--- config.mk ---
export PLATFORM = sky130hd
export DESIGN_NAME = dig_in_group
export DESIGN_NICKNAME = d
export VERILOG_FILES = /design/src/hdl/dig_in_pkg.sv /design/src/hdl/dig_in_group.sv
export SDC_FILE = /design/constraint.sdc
export NUM_CORES = 1
export LEC_CHECK = 0
export ABC_AREA = 1
export BUFFER_PORTS_ARGS = -buffer_cell sky130_fd_sc_hd__buf_2
export CAP_MARGIN = 15
export CELL_PAD_IN_SITES_DETAIL_PLACEMENT = 0
export CELL_PAD_IN_SITES_GLOBAL_PLACEMENT = 2
export CORE_MARGIN = 2
export CORE_UTILIZATION = 35
export CTS_CLUSTER_SIZE = 30
export DETAILED_ROUTE_END_ITERATION = 10
export PLACE_DENSITY_LB_ADDON = 0.1
export SYNTH_ARGS = -nofsm -noshare
export SYNTH_HDL_FRONTEND = slang
export SYNTH_SLANG_ARGS = --single-unit
--- constraint.sdc ---
create_clock -name SYS_CLK_IN -period 2.4 [get_ports SYS_CLK_IN]
set_clock_uncertainty 0.1 [all_clocks]
set_input_delay 0.24 -clock SYS_CLK_IN [delete_from_list [all_inputs] [get_ports SYS_CLK_IN]]
set_output_delay 0.24 -clock SYS_CLK_IN [all_outputs]
set_load 0.05 [all_outputs]
--- src/hdl/dig_in_pkg.sv ---
// Shared constants for the digital input group and its AXI4-Lite register map
package dig_in_pkg;
  // Register byte offsets
  localparam logic [7:0] OFF_CMD = 8'h00;
  localparam logic [7:0] OFF_LEVEL = 8'h04;
  localparam logic [7:0] OFF_HIST = 8'h08;
  localparam logic [7:0] OFF_STATUS = 8'h0C;
  localparam logic [7:0] OFF_OUT = 8'h10;
  // Command codes, written to OFF_CMD
  localparam logic [3:0] CMD_READ_LEVEL = 4'h1;
  localparam logic [3:0] CMD_READ_HIST = 4'h2;
  localparam logic [3:0] CMD_READ_HIST_CLR = 4'h3;
  localparam logic [3:0] CMD_ARM_TRANS = 4'h4;
  localparam logic [3:0] CMD_ARM_SYNC = 4'h5;
  localparam logic [3:0] CMD_TEST_ONES = 4'h6;
  localparam logic [3:0] CMD_TEST_ZEROS = 4'h7;
  localparam logic [3:0] CMD_DEV_RESET = 4'h8;
  localparam logic [3:0] CMD_HALT = 4'h9;
  localparam logic [3:0] CMD_WRITE_OUT = 4'hA;
  // Status bit positions
  localparam int ST_MODE_LO = 0;
  localparam int ST_IRQ = 2;
  localparam int ST_BUSY = 3;
  localparam int ST_DIAG = 4;
  localparam int ST_READY = 5;
  localparam int ST_FROZEN = 6;
  // AXI responses
  localparam logic [1:0] RESP_OKAY = 2'b00;
  localparam logic [1:0] RESP_SLVERR = 2'b10;
  // Timing, clock period in ns
  localparam int CLK_NS = 8;
  localparam int OUT_VALID_NS = 2000;
  localparam int RDY_MIN_NS = 500;
  localparam int RDY_MAX_NS = 1000;
  localparam int IRQ_MAX_NS = 9000;
  // Outputs valid: longest time, round down
  localparam int OUT_VALID_CYC = OUT_VALID_NS / CLK_NS;
  // Ready lag: least rounded up, must stay below max rounded down
  localparam int RDY_LAG_CYC = (RDY_MIN_NS + CLK_NS - 1) / CLK_NS;
  localparam int RDY_MAX_CYC = RDY_MAX_NS / CLK_NS;
  localparam int IRQ_MAX_CYC = IRQ_MAX_NS / CLK_NS;
  // Reset values
  localparam logic [15:0] RST_WORD = 16'h0000;
  // Mode enumeration, Gray along idle -> trans -> sync
  typedef enum logic [1:0] {
    MODE_PLAIN = 2'b00,
    MODE_TRANS = 2'b01,
    MODE_SYNC = 2'b11
  } mode_t;
endpackage

--- src/hdl/dig_in_group.sv ---
// Sixteen-point digital input group with sync handshake, self-test and output point port
//
// Added by the designer: the address map and the AXI4-Lite register port.
`timescale 1ns/1ns
// -----------------------------------------------------------------
// -----------------------------------------------------------------
module dig_in_group #(
  parameter int WIDTH = 16
) (
  // Clock and reset
  input wire logic SYS_CLK_IN,
  input wire logic RST_IN,
  // AXI4-Lite write address and data
  input wire logic [7:0] S_AXI_AWADDR_IN,
  input wire logic S_AXI_AWVALID_IN,
  output logic S_AXI_AWREADY_OUT,
  input wire logic [31:0] S_AXI_WDATA_IN,
  input wire logic [3:0] S_AXI_WSTRB_IN,
  input wire logic S_AXI_WVALID_IN,
  output logic S_AXI_WREADY_OUT,
  // AXI4-Lite write response
  output logic [1:0] S_AXI_BRESP_OUT,
  output logic S_AXI_BVALID_OUT,
  input wire logic S_AXI_BREADY_IN,
  // AXI4-Lite read
  input wire logic [7:0] S_AXI_ARADDR_IN,
  input wire logic S_AXI_ARVALID_IN,
  output logic S_AXI_ARREADY_OUT,
  output logic [31:0] S_AXI_RDATA_OUT,
  output logic [1:0] S_AXI_RRESP_OUT,
  output logic S_AXI_RVALID_OUT,
  input wire logic S_AXI_RREADY_IN,
  // User pins
  input wire logic [WIDTH-1:0] LEVEL_INPUT_IN,
  input wire logic SYNC_STROBE_IN,
  output logic READY_OUT,
  output logic [WIDTH-1:0] OUT_POINTS_OUT,
  output logic OUT_READY_OUT,
  // Interrupt request toward the channel
  output logic IRQ_OUT
);

  // Whole state in one struct
  typedef struct packed {
    logic [WIDTH-1:0] s1, s2, s3;   // Pin synchroniser
    logic [WIDTH-1:0] flt;          // Filtered input
    logic y1, y2, y3, yflt;         // Sync pin synchroniser
    logic [WIDTH-1:0] eff_prev;     // Previous effective sample
    logic sync_prev;
    logic [WIDTH-1:0] level;        // Level register
    logic frozen;
    logic [WIDTH-1:0] trans;        // Transition latch
    dig_in_pkg::mode_t mode;
    logic sync_irq;
    logic diag;
    logic diag_val;
    logic diag_pulse;               // Forced sync receiver pulse
    logic ready;
    logic busy;
    logic [WIDTH-1:0] out_q;
    logic [WIDTH-1:0] out_pts;
    logic [11:0] out_cnt;
    logic out_rdy;
    logic irq;
    logic awr, wr, bval, arr, rval;
    logic [7:0] awa;
    logic [31:0] wd;
    logic wr_got_a, wr_got_d;
    logic [1:0] bresp, rresp;
    logic [31:0] rdata;
  } state_t;

  state_t st_ff, nxt_st;

  // Combinational effective inputs after diagnostic forcing
  logic [WIDTH-1:0] eff, rise;
  logic eff_sync, sync_rise;
  logic wr_fire, rd_fire;
  logic [3:0] cmd;
  logic pending;

  always_comb
  begin
    nxt_st = st_ff;
    // three-stage sync, change when stages two and three agree
    nxt_st.s1 = LEVEL_INPUT_IN;
    nxt_st.s2 = st_ff.s1;
    nxt_st.s3 = st_ff.s2;
    nxt_st.flt = (st_ff.s2 & st_ff.s3) | (st_ff.flt & (st_ff.s2 | st_ff.s3));
    nxt_st.y1 = SYNC_STROBE_IN;
    nxt_st.y2 = st_ff.y1;
    nxt_st.y3 = st_ff.y2;
    nxt_st.yflt = (st_ff.y2 == st_ff.y3) ? st_ff.y3 : st_ff.yflt;
    // user inputs disabled, receivers forced in diagnostic
    // forced values flow through the normal path
    eff = st_ff.diag ? {WIDTH{st_ff.diag_val}} : st_ff.flt;
    eff_sync = st_ff.diag ? st_ff.diag_pulse : st_ff.yflt;
    nxt_st.diag_pulse = 1'b0;
    rise = eff & ~st_ff.eff_prev;
    sync_rise = eff_sync & ~st_ff.sync_prev;
    nxt_st.eff_prev = eff;
    nxt_st.sync_prev = eff_sync;
    // level register follows inputs unless frozen
    nxt_st.level = st_ff.frozen ? st_ff.level : eff;
    // record first rising edge per point
    nxt_st.trans = st_ff.trans | rise;
    // sync edge freezes, drops ready, posts interrupt
    if (st_ff.mode == dig_in_pkg::MODE_SYNC && st_ff.ready && sync_rise)
    begin
      nxt_st.frozen = 1'b1;
      nxt_st.ready = 1'b0;
      nxt_st.sync_irq = 1'b1;
    end
    // points follow next cycle; counter first so a write restarts it
    nxt_st.out_pts = st_ff.out_q;
    nxt_st.out_cnt = (st_ff.out_cnt < 12'(dig_in_pkg::RDY_LAG_CYC)) ? st_ff.out_cnt + 12'h0001
      : st_ff.out_cnt;
    nxt_st.out_rdy = st_ff.out_rdy || (st_ff.out_cnt >= 12'(dig_in_pkg::RDY_LAG_CYC));
    // AXI handshake bookkeeping, ready pulses once per item
    nxt_st.awr = S_AXI_AWVALID_IN && !st_ff.wr_got_a && !st_ff.bval && !st_ff.awr;
    nxt_st.wr = S_AXI_WVALID_IN && !st_ff.wr_got_d && !st_ff.bval && !st_ff.wr;
    if (st_ff.awr && S_AXI_AWVALID_IN)
    begin
      nxt_st.wr_got_a = 1'b1;
      nxt_st.awa = S_AXI_AWADDR_IN;
    end
    if (st_ff.wr && S_AXI_WVALID_IN)
    begin
      nxt_st.wr_got_d = 1'b1;
      nxt_st.wd = S_AXI_WDATA_IN;
    end
    wr_fire = st_ff.wr_got_a && st_ff.wr_got_d && !st_ff.bval;
    cmd = st_ff.wd[3:0];
    // transition interrupt is OR of the latch when armed
    // any pending interrupt makes commands other than halt, device reset and the servicing read answer busy
    pending = st_ff.sync_irq || (st_ff.mode == dig_in_pkg::MODE_TRANS && |st_ff.trans);
    nxt_st.bval = st_ff.bval && !S_AXI_BREADY_IN;
    if (wr_fire)
    begin
      nxt_st.wr_got_a = 1'b0;
      nxt_st.wr_got_d = 1'b0;
      nxt_st.bval = 1'b1;
      nxt_st.bresp = dig_in_pkg::RESP_OKAY;
      nxt_st.busy = 1'b0;
      if (st_ff.awa == dig_in_pkg::OFF_OUT)
      begin
        // one turns a point on; output ready restarts
        nxt_st.out_q = st_ff.wd[WIDTH-1:0];
        nxt_st.out_cnt = 12'h0000;
        nxt_st.out_rdy = 1'b0;
      end
      else if (st_ff.awa != dig_in_pkg::OFF_CMD)
      begin
        nxt_st.bresp = dig_in_pkg::RESP_SLVERR;
      end
      else if (cmd == dig_in_pkg::CMD_DEV_RESET || cmd == dig_in_pkg::CMD_HALT)
      begin
        // halt or device reset leaves sync mode
        nxt_st.mode = dig_in_pkg::MODE_PLAIN;
        nxt_st.frozen = 1'b0;
        nxt_st.ready = 1'b0;
        nxt_st.sync_irq = 1'b0;
        nxt_st.diag = 1'b0;
        nxt_st.trans = (cmd == dig_in_pkg::CMD_DEV_RESET) ? rise : nxt_st.trans;
      end
      else if (pending)
      begin
        nxt_st.busy = 1'b1;
        nxt_st.bresp = dig_in_pkg::RESP_SLVERR;
        if (cmd == dig_in_pkg::CMD_READ_HIST_CLR)
        begin
          // Clearing read is the service action for a transition interrupt
          nxt_st.busy = st_ff.sync_irq;
          nxt_st.bresp = st_ff.sync_irq ? dig_in_pkg::RESP_SLVERR : dig_in_pkg::RESP_OKAY;
          // latch cleared at end of command, new edges still win
          nxt_st.trans = st_ff.sync_irq ? nxt_st.trans : rise;
        end
        else if (cmd == dig_in_pkg::CMD_READ_LEVEL && st_ff.sync_irq)
        begin
          // servicing read releases register, raises ready
          nxt_st.busy = 1'b0;
          nxt_st.bresp = dig_in_pkg::RESP_OKAY;
          nxt_st.sync_irq = 1'b0;
          nxt_st.frozen = 1'b0;
          nxt_st.ready = 1'b1;
        end
      end
      else
      begin
        case (cmd)
          dig_in_pkg::CMD_ARM_TRANS:
          begin
            // arm leaves sync; arm clears latch
            nxt_st.mode = dig_in_pkg::MODE_TRANS;
            nxt_st.ready = 1'b0;
            nxt_st.frozen = 1'b0;
            nxt_st.trans = rise;
          end
          dig_in_pkg::CMD_ARM_SYNC:
          begin
            nxt_st.mode = dig_in_pkg::MODE_SYNC;
            nxt_st.ready = 1'b1;
            nxt_st.frozen = 1'b0;
          end
          dig_in_pkg::CMD_TEST_ONES, dig_in_pkg::CMD_TEST_ZEROS:
          begin
            // force receivers and pulse sync once
            nxt_st.diag = 1'b1;
            nxt_st.diag_val = (cmd == dig_in_pkg::CMD_TEST_ONES);
            nxt_st.diag_pulse = 1'b1;
          end
          dig_in_pkg::CMD_READ_HIST_CLR:
          begin
            nxt_st.trans = rise;
          end
          default:
          begin
            // Plain reads change nothing; history stays set
            nxt_st.busy = 1'b0;
          end
        endcase
      end
    end
    // Read channel: one cycle to answer
    nxt_st.arr = S_AXI_ARVALID_IN && !st_ff.rval && !st_ff.arr;
    // Response stands until the master takes it
    nxt_st.rval = st_ff.rval && !S_AXI_RREADY_IN;
    rd_fire = st_ff.arr && S_AXI_ARVALID_IN;
    if (rd_fire)
    begin
      nxt_st.rval = 1'b1;
      nxt_st.rresp = dig_in_pkg::RESP_OKAY;
      case (S_AXI_ARADDR_IN)
        dig_in_pkg::OFF_LEVEL: nxt_st.rdata = 32'(st_ff.level);
        dig_in_pkg::OFF_HIST: nxt_st.rdata = 32'(st_ff.trans);
        dig_in_pkg::OFF_STATUS: nxt_st.rdata = 32'({st_ff.frozen, st_ff.ready, st_ff.diag,
          st_ff.busy, st_ff.irq, st_ff.mode});
        dig_in_pkg::OFF_OUT: nxt_st.rdata = 32'(st_ff.out_q);
        default:
        begin
          nxt_st.rdata = 32'h0000_0000;
          nxt_st.rresp = dig_in_pkg::RESP_SLVERR;
        end
      endcase
    end
    // interrupt raised the cycle after the latch is set
    // well inside the nine microsecond bound
    nxt_st.irq = pending;
    if (RST_IN)
    begin
      nxt_st = '0;
      nxt_st.mode = dig_in_pkg::MODE_PLAIN;
      nxt_st.out_cnt = 12'(dig_in_pkg::RDY_LAG_CYC);
    end
  end

  // Single state register
  always_ff @(posedge SYS_CLK_IN)
  begin
    st_ff <= nxt_st;
  end

  // Ports straight from flops
  assign S_AXI_AWREADY_OUT = st_ff.awr;
  assign S_AXI_WREADY_OUT = st_ff.wr;
  assign S_AXI_BVALID_OUT = st_ff.bval;
  assign S_AXI_BRESP_OUT = st_ff.bresp;
  assign S_AXI_ARREADY_OUT = st_ff.arr;
  assign S_AXI_RVALID_OUT = st_ff.rval;
  assign S_AXI_RDATA_OUT = st_ff.rdata;
  assign S_AXI_RRESP_OUT = st_ff.rresp;
  assign READY_OUT = st_ff.ready;
  assign OUT_POINTS_OUT = st_ff.out_pts;
  assign OUT_READY_OUT = st_ff.out_rdy;
  assign IRQ_OUT = st_ff.irq;
endmodule

==> results.json, run 1 <==
{
  "synth_compound_gate_area_share": 0.143,
  "setup_viol": 0,
  "vias": 6736,
  "ys.warnings.count": 0,
  "grtUsageTotal": 0.157,
  "crit_arrival_ns": 2.19,
  "yosysSeqAreaShare": 0.508,
  "end_kind": "flip-flop",
  "timing.slew.headroom": 0.591,
  "cp_max_fo": 9,
  "synth_cell_types": 38,
  "start_kind": "flip-flop",
  "synth_mux_area_frac": 0,
  "synth_commonest_cells": "dfxtp_1 (221), nor2_1 (202), inv_1 (150)",
  "power.leakage_nw": 4.63,
  "die_x_um": 162,
  "netlist_instances": 1120,
  "row_count": 57,
  "synthArstFlopShare": 0,
  "synth-adder-area-share": 0.00144,
  "synth-edff-count": 0,
  "coreArea_sq_um": 24400,
  "synth_top_family_by_area": "simple AND/OR/NAND/NOR gates",
  "finalHoldViolations": 0,
  "max_cap_violations": 0,
  "cts_resized": 0,
  "die_y_um": 162,
  "cts_tree": "yes",
  "synth_simple_gate_area_frac": 0.203,
  "internal_power_mw": 6.25,
  "fmax_ghz": 0.532,
  "wl_per_cell_um": 12.9,
  "clk_pin_slew_ns": 0.06,
  "post_cts_buffers": 0,
  "drc": 0,
  "worstSetupPathType": "flip-flop to flip-flop",
  "yosysMostFrequentCell": "dfxtp_1",
  "io_pins": 136,
  "firstDrtPassIters": 4,
  "finalCritPeriodShare": 0.783,
  "grt_max_degree": 127,
  "total_power_mw": 8.29,
  "port_buffers": 97,
  "vias_per_cell": 4.30,
  "status": "completed",
  "globalplace.congestion": 0.713,
  "clockRootBuffer": "clkbuf_16",
  "vdd_drop_max_mv": 0.497,
  "cts_max_path_buffers": 3,
  "dieArea_sq_um": 26100,
  "pwr-share-clk": 0.439,
  "grt-ovfl-total": 0,
  "powerDensity_nw_per_um2": 797,
  "synth_top_area_cell": "dfxtp_1",
  "syn_to_final_growth_pct": 19.7,
  "antenna_found_initial": 0,
  "numCtsBuffers": 25,
  "dp_hpwl_um": 13500,
  "drt_iter0_markers": 319,
  "synthTopCellsByArea": "dfxtp_1 (51%), nor2_1 (8.7%), inv_1 (6.5%)",
  "period_needed_ns": 1.88,
  "synthXorXnorAreaFrac": 0.00101,
  "worstMarginPinSlew_ns": 0.613,
  "slew_viol_final": 0,
  "ys.flop_type": "dfxtp_1",
  "diodes": 0,
  "final_area_sq_um": 10400,
  "place_area_sq_um": 9160,
  "grt_pass1_vias": 6489,
  "layout-drive-gt1-share": 0.165,
  "p_sw_mw": 2.04,
  "rsz0062_at_grt": "no",
  "pwr-share-comb": 0.094,
  "wirelength_um": 20100,
  "worstSkewPairLatency_ns": 0.52,
  "synth_top_area_frac": 0.508,
  "setup_tns_ns": 0,
  "swShare": 0.246,
  "synth_seq_cells": 221,
  "grt_pass1_wl_um": 33500,
  "nNetsFinal": 1302,
  "fin_cells": 1566,
  "dp_cells": 1476,
  "setup_slack_ns": 0.522,
  "syn_area_per_cell_sq_um": 7.77,
  "clock_sinks": 221,
  "initial_core_util": 0.357,
  "htreeDepth": 1,
  "antenna_left": 0,
  "worstPathRequired_ns": 2.71,
  "place_ws_ns": 0.498,
  "hp-class": "input port to flip-flop",
  "syn_area_sq_um": 8700,
  "pwr-share-seq": 0.467
}
## layout by cell type (no fill, tap or decap), drive strengths merged, types with 2 or more instances in the layout
master,count
nor2,206
nand4,8
nand2,138
dlygate4sd3,46
nand3,39
a21oi,88
or2,2
inv,161
dfxtp,221
clkinv,9
conb,18
o211ai,12
nor3,15
buf,112
o31ai,6
clkbuf,35
o21ai,120
## repair_timing
action,4_1_cts,5_1_grt
endpoints found under the setup margin,0,0
hold buffers,46,0
hold endpoints to repair,46,0
## power groups by stage
| stage | clock (mW) | combinational [mW] | sequential (mW) |
|---|---|---|---|
| 2_1_floorplan | 0 | 0.543 | 3.98 |
| 3_3_place_gp | 0 | 0.729 | 3.95 |
| 3_5_place_dp | 0 | 0.735 | 3.95 |
| 4_1_cts | 3.80 | 0.793 | 3.87 |
| 5_1_grt | 3.95 | 0.899 | 3.89 |
| 6_report | 3.64 | 0.777 | 3.88 |
## sequential cells by signal (all words and copies together) (netlist names)
name               cells
S_AXI_ARREADY_OUT      1
st_ff                175
S_AXI_BRESP_OUT        1
S_AXI_AWREADY_OUT      1
cmd                    4
S_AXI_RVALID_OUT       1
IRQ_OUT                1
S_AXI_WREADY_OUT       1
OUT_READY_OUT          1
OUT_POINTS_OUT        16
READY_OUT              1
S_AXI_RDATA_OUT       16
S_AXI_BVALID_OUT       1
S_AXI_RRESP_OUT        1
## worst max-delay path, stage by stage (launching register included)
cell	delay, ns
dfxtp_1	0.30
inv_1	0.12
nand3_2	0.19
nor3_4	0.48
nand2_1	0.11
nor2_1	0.19
inv_1	0.11
o21ai_1	0.12
nor2_1	0.05
## through the flow
step | hold WS [ns] | util
final | 0.0387 | 0.427
after floorplan | 0.247 | -
after CTS | 0.0419 | 0.427
after detailed placement | 0.294 | 0.376
after global routing | 0.0710 | 0.427
after global placement | 0.292 | 0.376
## per-layer routing
layer / up-vias / track usage / part of all wire / wire [um]
met1: 2928 / 0.223 / 0.52 / 10400
met3: 26 / 0.0245 / 0.038 / 766
li1: 3669 / - / - / -
met2: 113 / 0.250 / 0.43 / 8630
met5: - / 0 / 0 / 0
met4: 0 / 0.0378 / 0.016 / 314
## path summary, 6_finish.rpt
kind	from	to	slack, ns	cells after the start
hold reg to reg	st_ff[247]	st_ff[231]	0.30	2
hold / removal	RST_IN	st_ff[89]	0.04	3
setup / recovery	S_AXI_BVALID_OUT	st_ff[132]	0.52	8
setup reg to reg	S_AXI_BVALID_OUT	st_ff[132]	0.52	8
## cells by family (layout without fill, tap and decap cells)
group	count (synthesis)	count (layout)
and+or+nand+nor	408	408
buffers and inverters	259	364
xor gates and xnor gates	1	1
adders and majority gates	1	1
AOI/OAI and AO/OA	229	229
DFF	221	221
other	1	18
## final cells by class
type / count / area [sq um]
inverters: 162 / 608
clock buffers: 35 / 713
flip-flops and latches: 221 / 4420
well taps: 324 / 405
repair buffers: 158 / 1090
multi-input cells: 657 / 3100
clock inverters: 9 / 77.6
fillers: 2580 / 14000
Note: power is estimated with default switching activity, not from simulation.
==> inputs of run 2 (changes only) <==
- CORE_UTILIZATION: 35 -> 29
- clock period: 2.4 -> 1.6 ns (I/O delays scaled with it)
==> run 2 against run 1 <==
Net effect: critical path depth is 5 higher; via count is 3.8% higher; sequential share of layout area is 3.5 points lower; global-route usage is 1.5 points lower; setup slack worse by 0.50 ns; maximum frequency is 19% higher; core utilization is 4.3 points lower; count of clock-buffer cells in the layout is 2 higher; non-clock buffer count is 62 higher; register-to-register slack worse by 0.50 ns; first-iteration DRC count is 12% lower; cell count is 8.7% higher.
==> results.json, run 2 (synthesis gave the netlist of run 1 again) <==
{
  "finalHoldViolations": 0,
  "hold_depth": 4,
  "slew_viol_final": 0,
  "total_power_mw": 14.3,
  "hp-class": "input port to flip-flop",
  "dp_cells": 1597,
  "clock_sinks": 221,
  "r2r_slack_ns": 0.02,
  "post-route-util": 0.384,
  "numCtsBuffers": 28,
  "start_kind": "flip-flop",
  "power.leakage_nw": 5.09,
  "wl_per_cell_um": 13.0,
  "place_area_sq_um": 9720,
  "rsz0062_at_grt": "yes",
  "drt_iter0_markers": 282,
  "die_y_um": 177,
  "powerDensity_nw_per_um2": 1260,
  "met2_length_um": 9160,
  "largest_register_ff_count": 175,
  "firstDrtPassIters": 6,
  "worstSkewPairLatency_ns": 0.54,
  "status": "completed",
  "setup_tns_ns": 0,
  "final_cell_mix": "dfxtp_1 (215), nor2_1 (194), inv_1 (146)",
  "antenna_found_initial": 0,
  "clockRootBuffer": "clkbuf_16",
  "cts_max_path_buffers": 3,
  "hold_path_end": "st_ff[90]",
  "antenna_left": 0,
  "setup_viol": 0,
  "routed.top_layer": "met4",
  "layout-drive-gt1-share": 0.229,
  "coreArea_sq_um": 29600,
  "dp_hpwl_um": 15100,
  "vias_per_cell": 4.11,
  "worstMarginPinSlew_ns": 0.599,
  "htreeDepth": 1,
  "syn_to_final_growth_pct": 30.5,
  "diodes": 0,
  "nNetsFinal": 1367,
  "io_pins": 136,
  "timing.slew.headroom": 0.601,
  "grt-ovfl-total": 0,
  "wl_met1_um": 11500,
  "place_ws_ns": -0.0672,
  "drc": 0,
  "fmax_ghz": 0.634,
  "worstRegToRegCells": 13,
  "initial_core_util": 0.294,
  "min_from": "RST_IN",
  "wirelength_um": 22200,
  "max_cap_violations": 0,
  "cp_max_fo": 11,
  "grt_pass1_vias": 6684,
  "globalplace.congestion": 0.734,
  "r2r-start": "st_ff[145]",
  "end_kind": "flip-flop",
  "grt_pass1_wl_um": 35800,
  "row_count": 63,
  "cts_tree": "yes",
  "period_needed_ns": 1.58,
  "grtUsageTotal": 0.142,
  "vias": 6989,
  "met3_wirelength_um": 1090,
  "final_area_sq_um": 11400,
  "grt_max_degree": 71,
  "layout_commonest_cell": "dfxtp_1",
  "dieArea_sq_um": 31400,
  "top_register": "st_ff",
  "clk_pin_slew_ns": 0.06,
  "rr_endpoint": "st_ff[145]",
  "port_buffers": 97,
  "fin_cells": 1702,
  "setup_slack_ns": 0.0231,
  "crit_arrival_ns": 1.90,
  "die_x_um": 177,
  "vdd_drop_max_mv": 0.655,
  "whs_ns": 0.0283,
  "worstPathRequired_ns": 1.92,
  "finalCritPeriodShare": 0.986,
  "worstSetupPathType": "flip-flop to flip-flop"
}
==> run 2: changes by cell type in the layout (fill, tap and decap cells not counted), moves of 3 or more <==
cell / before / now
buf_12: 2 / 7
buf_4: 14 / 70
inv_1: 150 / 146
dfxtp_1: 221 / 215
inv_2: 10 / 13
bufinv_16: 1 / 7
nor2_2: 3 / 10
o21ai_1: 15 / 20
dfxtp_2: 0 / 6
o21ai_0: 94 / 89
clkbuf_16: 25 / 29
nor2_1: 202 / 194
==> run 2: metal layers <==
layer | GRT usage | vias to the layer above
met4 | 0.0362 | 0
met3 | 0.0251 | 36
li1 | - | 3798
met1 | 0.203 | 3026
met2 | 0.220 | 129
met5 | 0 | -
==> run 2: repair_timing <==
action / CTS / global route
gates cloned: 0 / 0
endpoints found under the setup margin: 17 / 47
buffers inserted: 0 / 7
endpoints found under the hold margin: 46 / 0
pin swaps: 3 / 17
hold buffers: 46 / 0
resized for setup: 5 / 28
==> run 2: final cells by class <==
cell class	instances	area [sq um]
clock buffer	37	786
clock inverter	15	254
fill	3128	18200
inverter	162	612
multi-input combinational	657	3170
sequential	221	4430
tap	390	488
timing repair buffer	220	1620
==> run 2: how the worst max path moves through the flow <==
stage                 endpoint  slack [ns]  startpoint
detailed placement  st_ff[137]       -0.07  st_ff[145]
finish              st_ff[145]        0.02  st_ff[145]
floorplan            st_ff[88]        0.02   st_ff[85]
global placement    st_ff[132]       -0.07  st_ff[145]
CTS                 st_ff[137]       -0.02  st_ff[151]
global route        st_ff[150]       -0.10  st_ff[145]
==> run 2: power breakdown <==
part	switching (mW)	internal (mW)	total, mW
clock network	2.42	4.56	6.99
registers	0.115	5.69	5.81
logic	0.846	0.676	1.52
total	3.39	10.9	14.3
==> run 2: worst max-delay path, stage by stage (launching register included) <==
cell and delay, ns:
dfxtp_2 0.32, nor2_2 0.11, nand2_1 0.07, nor2_2 0.15
nand2_1 0.09, nand2_2 0.07, nand2_2 0.07, nand2_2 0.08
nand2_4 0.05, nand2_2 0.06, nand2_2 0.06, buf_12 0.15
nand2_2 0.05, nand2_1 0.04
